<file path="src/hdl/udc_regs.vh">
// Purpose: constants for the up/down threshold counter
// Assumes: 50 MHz ref_clk, one scan tick input per cycle of the program
// Notes:   count range is the eight-digit decimal maximum
`ifndef UDC_REGS_VH
`define UDC_REGS_VH

`define UDC_CNT_W      27
`define UDC_CNT_MAX    27'h5F5_E0FF
`define UDC_CNT_ZERO   27'h000_0000
`define UDC_CNT_ONE    27'h000_0001
`define UDC_DIR_UP     1'b0
`define UDC_DIR_DOWN   1'b1
`define UDC_STORE_AW   1
`define UDC_SLOT_CNT   1'b0
`define UDC_SLOT_OUT   1'b1

`endif

</file>
<file path="src/hdl/udc_retain_mem.v">
// Purpose: small retained store for count and output state
// Assumes: contents survive loss of the block's own reset
// Notes:   read data are registered; no reset on the array on purpose
`timescale 1ns/1ns
`include "udc_regs.vh"

module udc_retain_mem
(
    // Clock
    input  wire                     ref_clk,
    input  wire                     clk_en,
    // Write port
    input  wire                     wr_en,
    input  wire [`UDC_STORE_AW-1:0] wr_addr,
    input  wire [`UDC_CNT_W-1:0]    wr_data,
    // Read port
    input  wire [`UDC_STORE_AW-1:0] rd_addr,
    output reg  [`UDC_CNT_W-1:0]    rd_data
);

    reg [`UDC_CNT_W-1:0] mem [0:(1<<`UDC_STORE_AW)-1];

    always @(posedge ref_clk)
    begin
        if (clk_en)
        begin
            if (wr_en)
                mem[wr_addr] <= wr_data;
            rd_data <= mem[rd_addr];
        end
    end

endmodule

</file>
<file path="src/hdl/udc_counter.v">
// Purpose: scan-driven up/down event counter with two-threshold output
// Assumes: all inputs synchronous to ref_clk; scan_tick pulses once per scan
// Notes:   retention restores count and output from udc_retain_mem at power-up
//          store writes are held off while rst_b is low or a restore runs
`timescale 1ns/1ns
`include "udc_regs.vh"

module udc_counter
(
    // Clock and reset
    input  wire                  ref_clk,
    input  wire                  rst_b,
    input  wire                  clk_en,
    // Power-up restore request (one pulse after power returns)
    input  wire                  power_up,
    // Scan cycle
    input  wire                  scan_tick,
    // Function inputs
    input  wire                  count_in,
    input  wire                  dir_in,
    input  wire                  clear_in,
    // Configuration
    input  wire [`UDC_CNT_W-1:0] switch_level,
    input  wire [`UDC_CNT_W-1:0] release_level,
    input  wire [`UDC_CNT_W-1:0] initial_count,
    input  wire                  retain_en,
    // Results
    output reg  [`UDC_CNT_W-1:0] count_q,
    output reg                   out_q
);

    //------------------------------------------------------------
    // Helpers
    //------------------------------------------------------------
    function [`UDC_CNT_W-1:0] clamp;
        input [`UDC_CNT_W-1:0] v;
        begin
            clamp = (v > `UDC_CNT_MAX) ? `UDC_CNT_MAX : v;
        end
    endfunction

    //------------------------------------------------------------
    // Restore sequence states
    //------------------------------------------------------------
    localparam [1:0] ST_RUN   = 2'b00;
    localparam [1:0] ST_RD_C  = 2'b01;
    localparam [1:0] ST_RD_O  = 2'b10;
    localparam [1:0] ST_DONE  = 2'b11;
    // ST_RD_C reads the count slot, ST_RD_O loads it, ST_DONE loads the output

    reg  [1:0]            state_q;
    reg  [1:0]            state_d;
    reg                   cnt_prev_q;
    reg                   loaded_q;
    reg  [`UDC_CNT_W-1:0] count_d;
    reg                   out_d;
    reg                   wr_en;
    reg                   wr_addr;
    reg  [`UDC_CNT_W-1:0] wr_data;
    wire [`UDC_CNT_W-1:0] rd_data;
    wire                  rise;
    wire [`UDC_CNT_W-1:0] sw_c;
    wire [`UDC_CNT_W-1:0] rl_c;
    wire                  restoring;
    wire                  rd_addr;
    wire                  mem_wr_en;

    assign sw_c      = clamp(switch_level);
    assign rl_c      = clamp(release_level);
    assign rise      = count_in & ~cnt_prev_q;
    assign restoring = (state_q != ST_RUN);

    //------------------------------------------------------------
    // Retained store
    //------------------------------------------------------------
    // Count slot is read on the ST_RD_C step, output slot on every other,
    // so each restore step finds its own word already in rd_data
    assign rd_addr   = (state_q == ST_RD_C) ? `UDC_SLOT_CNT : `UDC_SLOT_OUT;
    // No shadow writes in reset: the store has to outlive it
    assign mem_wr_en = wr_en & rst_b;

    udc_retain_mem u_mem
    (
        .ref_clk (ref_clk),
        .clk_en  (clk_en),
        .wr_en   (mem_wr_en),
        .wr_addr (wr_addr),
        .wr_data (wr_data),
        .rd_addr (rd_addr),
        .rd_data (rd_data)
    );

    //------------------------------------------------------------
    // Next state
    //------------------------------------------------------------
    always @*
    begin
        state_d = state_q;
        count_d = count_q;
        out_d   = out_q;
        wr_en   = 1'b0;
        wr_addr = `UDC_SLOT_CNT;
        wr_data = count_q;
        case (state_q)
            ST_RUN:
            begin
                if (power_up && retain_en)
                begin
                    // Store left untouched until both slots are read back
                    state_d = ST_RD_C;
                end
                else
                begin
                    if (clear_in)
                    begin
                        count_d = `UDC_CNT_ZERO;
                        out_d   = 1'b0;
                    end
                    else
                    begin
                        if (!loaded_q)
                            count_d = clamp(initial_count);
                        if (rise && loaded_q)
                        begin
                            // Saturate rather than wrap
                            if (dir_in == `UDC_DIR_UP)
                            begin
                                if (count_q < `UDC_CNT_MAX)
                                    count_d = count_q + `UDC_CNT_ONE;
                            end
                            else if (count_q != `UDC_CNT_ZERO)
                                count_d = count_q - `UDC_CNT_ONE;
                        end
                        // Only the scan tick samples the count
                        if (scan_tick)
                        begin
                            if (sw_c >= rl_c)
                            begin
                                if (count_q >= sw_c)
                                    out_d = 1'b1;
                                else if (count_q < rl_c)
                                    out_d = 1'b0;
                            end
                            else
                                out_d = (count_q >= sw_c) && (count_q <= rl_c);
                        end
                    end
                    // Shadow every cycle: the count when it moves, else the output.
                    // An output change that lands with a count step is saved a
                    // cycle later; count steps never come back to back.
                    wr_en = 1'b1;
                    if (count_d != count_q)
                        wr_data = count_d;
                    else
                    begin
                        wr_addr = `UDC_SLOT_OUT;
                        wr_data = {{(`UDC_CNT_W-1){1'b0}}, out_d};
                    end
                end
            end
            ST_RD_C:
                state_d = ST_RD_O;
            ST_RD_O:
            begin
                // Count slot arrives from the read issued in ST_RD_C
                count_d = clamp(rd_data);
                state_d = ST_DONE;
            end
            ST_DONE:
            begin
                // Output slot arrives from the read issued in ST_RD_O
                out_d   = rd_data[0];
                state_d = ST_RUN;
            end
            default:
                state_d = ST_RUN;
        endcase
    end

    //------------------------------------------------------------
    // State registers
    //------------------------------------------------------------
    always @(posedge ref_clk)
    begin
        if (!rst_b)
        begin
            state_q    <= ST_RUN;
            count_q    <= `UDC_CNT_ZERO;
            out_q      <= 1'b0;
            cnt_prev_q <= 1'b0;
            loaded_q   <= 1'b0;
        end
        // clk_en low freezes every register, the store included
        else if (clk_en)
        begin
            state_q    <= state_d;
            count_q    <= count_d;
            out_q      <= out_d;
            cnt_prev_q <= count_in;
            // Initial value is taken once; a clear restarts from zero
            if (clear_in || restoring)
                loaded_q <= 1'b1;
            else if (!loaded_q)
                loaded_q <= 1'b1;
        end
    end

endmodule

</file>
<file path="config.mk">
export PLATFORM = sky130hd
export DESIGN_NAME = udc_counter
export DESIGN_NICKNAME = d
export VERILOG_FILES = /design/src/hdl/udc_retain_mem.v /design/src/hdl/udc_counter.v
export VERILOG_INCLUDE_DIRS = /design/src /design/src/hdl
export SDC_FILE = /design/constraint.sdc
export NUM_CORES = 1
export LEC_CHECK = 0
export BUFFER_PORTS_ARGS = -buffer_cell sky130_fd_sc_hd__buf_2
export CAP_MARGIN = 30
export CORE_ASPECT_RATIO = 0.5
export CORE_MARGIN = 4
export CORE_UTILIZATION = 35
export CTS_CLUSTER_DIAMETER = 200
export CTS_CLUSTER_SIZE = 30
export DETAILED_ROUTE_END_ITERATION = 16
export HOLD_SLACK_MARGIN = 0.15
export MAX_ROUTING_LAYER = met4
export PLACE_DENSITY = 0.61
export SLEW_MARGIN = 20
export SYNTH_ARGS = -nofsm -noshare
export SYNTH_HDL_FRONTEND = slang
export SYNTH_SLANG_ARGS = --single-unit
</file>
<file path="constraint.sdc">
create_clock -name ref_clk -period 6.9 [get_ports ref_clk]
set_input_delay 0.69 -clock ref_clk [delete_from_list [all_inputs] [get_ports ref_clk]]
set_output_delay 0.69 -clock ref_clk [all_outputs]
set_load 0.02 [all_outputs]
</file>
==> reports/metrics.yaml <==
hpwl_um: 35600
setup_viol: 0
cts_buffer_depth: 2
avgRoutedWirePerCell_um: 26.9
firstDrtPassIters: 6
drv_cap: 0
pre_cts_slack_ns: 1.38
cts_root_buffer: "clkbuf_16"
rr_worst_depth: 14
grt_max_degree: 44
ys_types: 84
async_reset_ff_share_pct: 0
routed_wl_um: 47300
grt_antenna_before_repair: 0
ant_nets: 0
clkPwrFrac_pct: 35.3
critPathLaunchType: "register"
cts_setup_buffers: 0
finalMaxSlewViolations: 0
seq_area_sq_mm: 0.00307
synth_edf_count: 81
status: "finished clean"
layout_commonest_cell: "nand2_1"
drive_gt1_share_pct: 18.1
die_y_um: 130
setup_ws_ns: 1.12
die_w_um: 251
initial_core_util_pct: 35.6
synth_top_area_cell: "edfxtp_1"
rows: 44
swShare_pct: 36.4
netlist_area_sq_mm: 0.0103
num_antenna_cells: 0
power.internal_mw: 1.60
finalCriticalPeriod_ns: 5.78
finalHoldViolations: 0
syn-num-nets: 1426
worstPathRequired_ns: 7.04
peakVddDrop_v: 0.000137
crit_type: "reg -> reg"
ys_seq_area_share_pct: 29.7
layout_common_cells: "125 x nand2_1, 119 x buf_2, 90 x nor2_1, 86 x a21oi_1, 86 x ha_1"
syn_inst: 1250
cts_max_level: 4
synth_top_area_share_pct: 23.5
power_switching_uw: 916
viasPerCell: 6.50
leakage_nw: 5.02
ys_warn_count: 0
power_density_mw_per_mm2: 209
combPwrFrac_pct: 32.8
rsz0062_at_grt: "false"
gp_congestion: 1.08
tns_ns: 0
worstMarginPinSlew_ns: 1.01
vias: 11395
synthTopCellsByArea: "edfxtp_1 24%, ha_1 10%, dfxtp_1 6.2%"
max-slew-margin-rel_pct: 32.3
cts_resized: 0
nFillCells: 2947
port_buffers: 117
fin_skew_ns: 0.0257
ys_ff_latch: 113
area_growth_pct: 16.4
drtIter0Drc: 1456
path_max_fanout: 29
cts.reportedPaths.clkPinSlew_ns: 0.05
drc: 0
dieArea_sq_mm: 0.0325
clk_latency_ns: 0.44
holdBufCountCts: 0
coreArea_sq_mm: 0.0291
synth.avg_cell_area_sq_um: 8.27
min_path_type: "reg -> reg"
fmax_mhz: 173
grt_first_pass_wirelength_um: 68700
multiInputGateArea_sq_mm: 0.00664
cts_buffers: 17
cp-end-kind: "register"
num-nets-final: 1526
synth_top_flop_cell: "edfxtp_1"
cts_tree: "done"
hold_depth: 2
gr-total-overflow: 0
grt.total_usage_pct: 28.9
clock-sinks: 113
num_io_pins: 118
period_share_pct: 83.8
pwr-share-seq_pct: 31.9
crit_arrival_ns: 5.92
grt_pass1_vias: 10563
[sequential cells by signal (all words and copies together), names as in the netlist]
name and count:
u_mem.mem 54, count_q 27, u_mem.rd_data 27, state_q 2, cnt_prev_q 1, loaded_q 1
out_q 1
[cell usage after synthesis (6+ instances only)]
cell type  number
a211o_1         8
a211oi_1       13
a21o_1         27
a21oi_1        86
a221o_1         6
a22oi_1         8
a31oi_1        14
and2_1          7
and3_1         11
and4_1         12
buf_2           6
clkbuf_1       79
dfxtp_1        32
edfxtp_1       81
ha_1           86
inv_1          73
mux2_2         29
mux2i_1        12
nand2_1       125
nand2b_1       36
nand3_1        27
nand4_1        39
nor2_1         91
nor3_1         32
nor4_1         22
o211ai_1       19
o21a_1          7
o21ai_0        57
o21ai_1         7
o221ai_1       32
o22ai_1        19
o31ai_1        14
o41ai_1         7
or2_2           6
or4_1           8
xnor2_1        13
[area by class of cell]
class                      instances  share of cell area [%]
multi-input combinational        974                    55.1
tap                              391                    4.06
inverter                          73                    2.28
timing repair buffer             171                    8.23
clock inverter                    12                    1.17
sequential                       113                    25.5
clock buffer                      20                    3.63
[cell families after synthesis]
kind of cell | synth area share, %
compound gates | 25.6
xor+xnor | 1.27
fa+ha+maj | 10.5
buf+inv | 6.21
flops | 29.7
mux | 4.32
simple gates | 22.3
[routing by layer]
layer / vias up / wire length (um) / track usage (%)
met5: - / 0 / -
met4: 0 / 1380 / 8.50
met3: 119 / 5750 / 9.35
met2: 738 / 19400 / 40.9
met1: 5548 / 20700 / 39.3
li1: 4990 / - / -
[metrics by stage]
stage / hold WS, ns / power [mW] / instance area [sq um] / util, % / instances
6_report: 0.514 / 2.52 / 12000 / 41.4 / 1754
2_1_floorplan: 0.469 / 1.30 / 10300 / - / 1250
3_5_place_dp: 0.498 / 1.60 / 11400 / 39.4 / 1719
3_3_place_gp: 0.485 / 1.60 / 11400 / 39.3 / 1718
4_1_cts: 0.505 / 2.48 / 12000 / 41.3 / 1751
5_1_grt: 0.531 / 2.61 / 12000 / 41.4 / 1754
[power groups by stage]
| stage | Clock [mW] | Sequential [mW] | Combinational, mW |
|---|---|---|---|
| floorplan | 0 | 0.818 | 0.482 |
| global placement | 0 | 0.813 | 0.782 |
| detailed placement | 0 | 0.814 | 0.786 |
| CTS | 0.891 | 0.800 | 0.790 |
| global route | 0.924 | 0.804 | 0.878 |
| finish | 0.889 | 0.803 | 0.826 |
[critical path, cell delays in order, from the launching register on]
cell and delay, ns:
dfxtp_1 0.29, buf_4 0.21, or3_1 0.62, nor4_1 0.84, nand4_1 0.45, o211ai_1 0.45, buf_4 0.32, o21ai_0 0.29
a211o_1 0.39, nor4_1 0.33, nand4_1 0.20, nor4_4 0.33, buf_4 0.38, nor2_2 0.07, buf_4 0.26
[path summary, 6_finish.rpt]
| kind | end | slack, ns | from |
|---|---|---|---|
| min reg2reg | state_q[1]$_SDFFE_PN0P_ | 0.51 | state_q[1]$_SDFFE_PN0P_ |
| min | state_q[1]$_SDFFE_PN0P_ | 0.51 | state_q[1]$_SDFFE_PN0P_ |
| max reg2reg | u_mem.mem[0][9]$_DFFE_PP_ | 1.12 | count_q[18]$_SDFFE_PN0P_ |
| max | u_mem.mem[0][9]$_DFFE_PP_ | 1.12 | count_q[18]$_SDFFE_PN0P_ |
No activity file was read; power rests on OpenSTA's default activity.
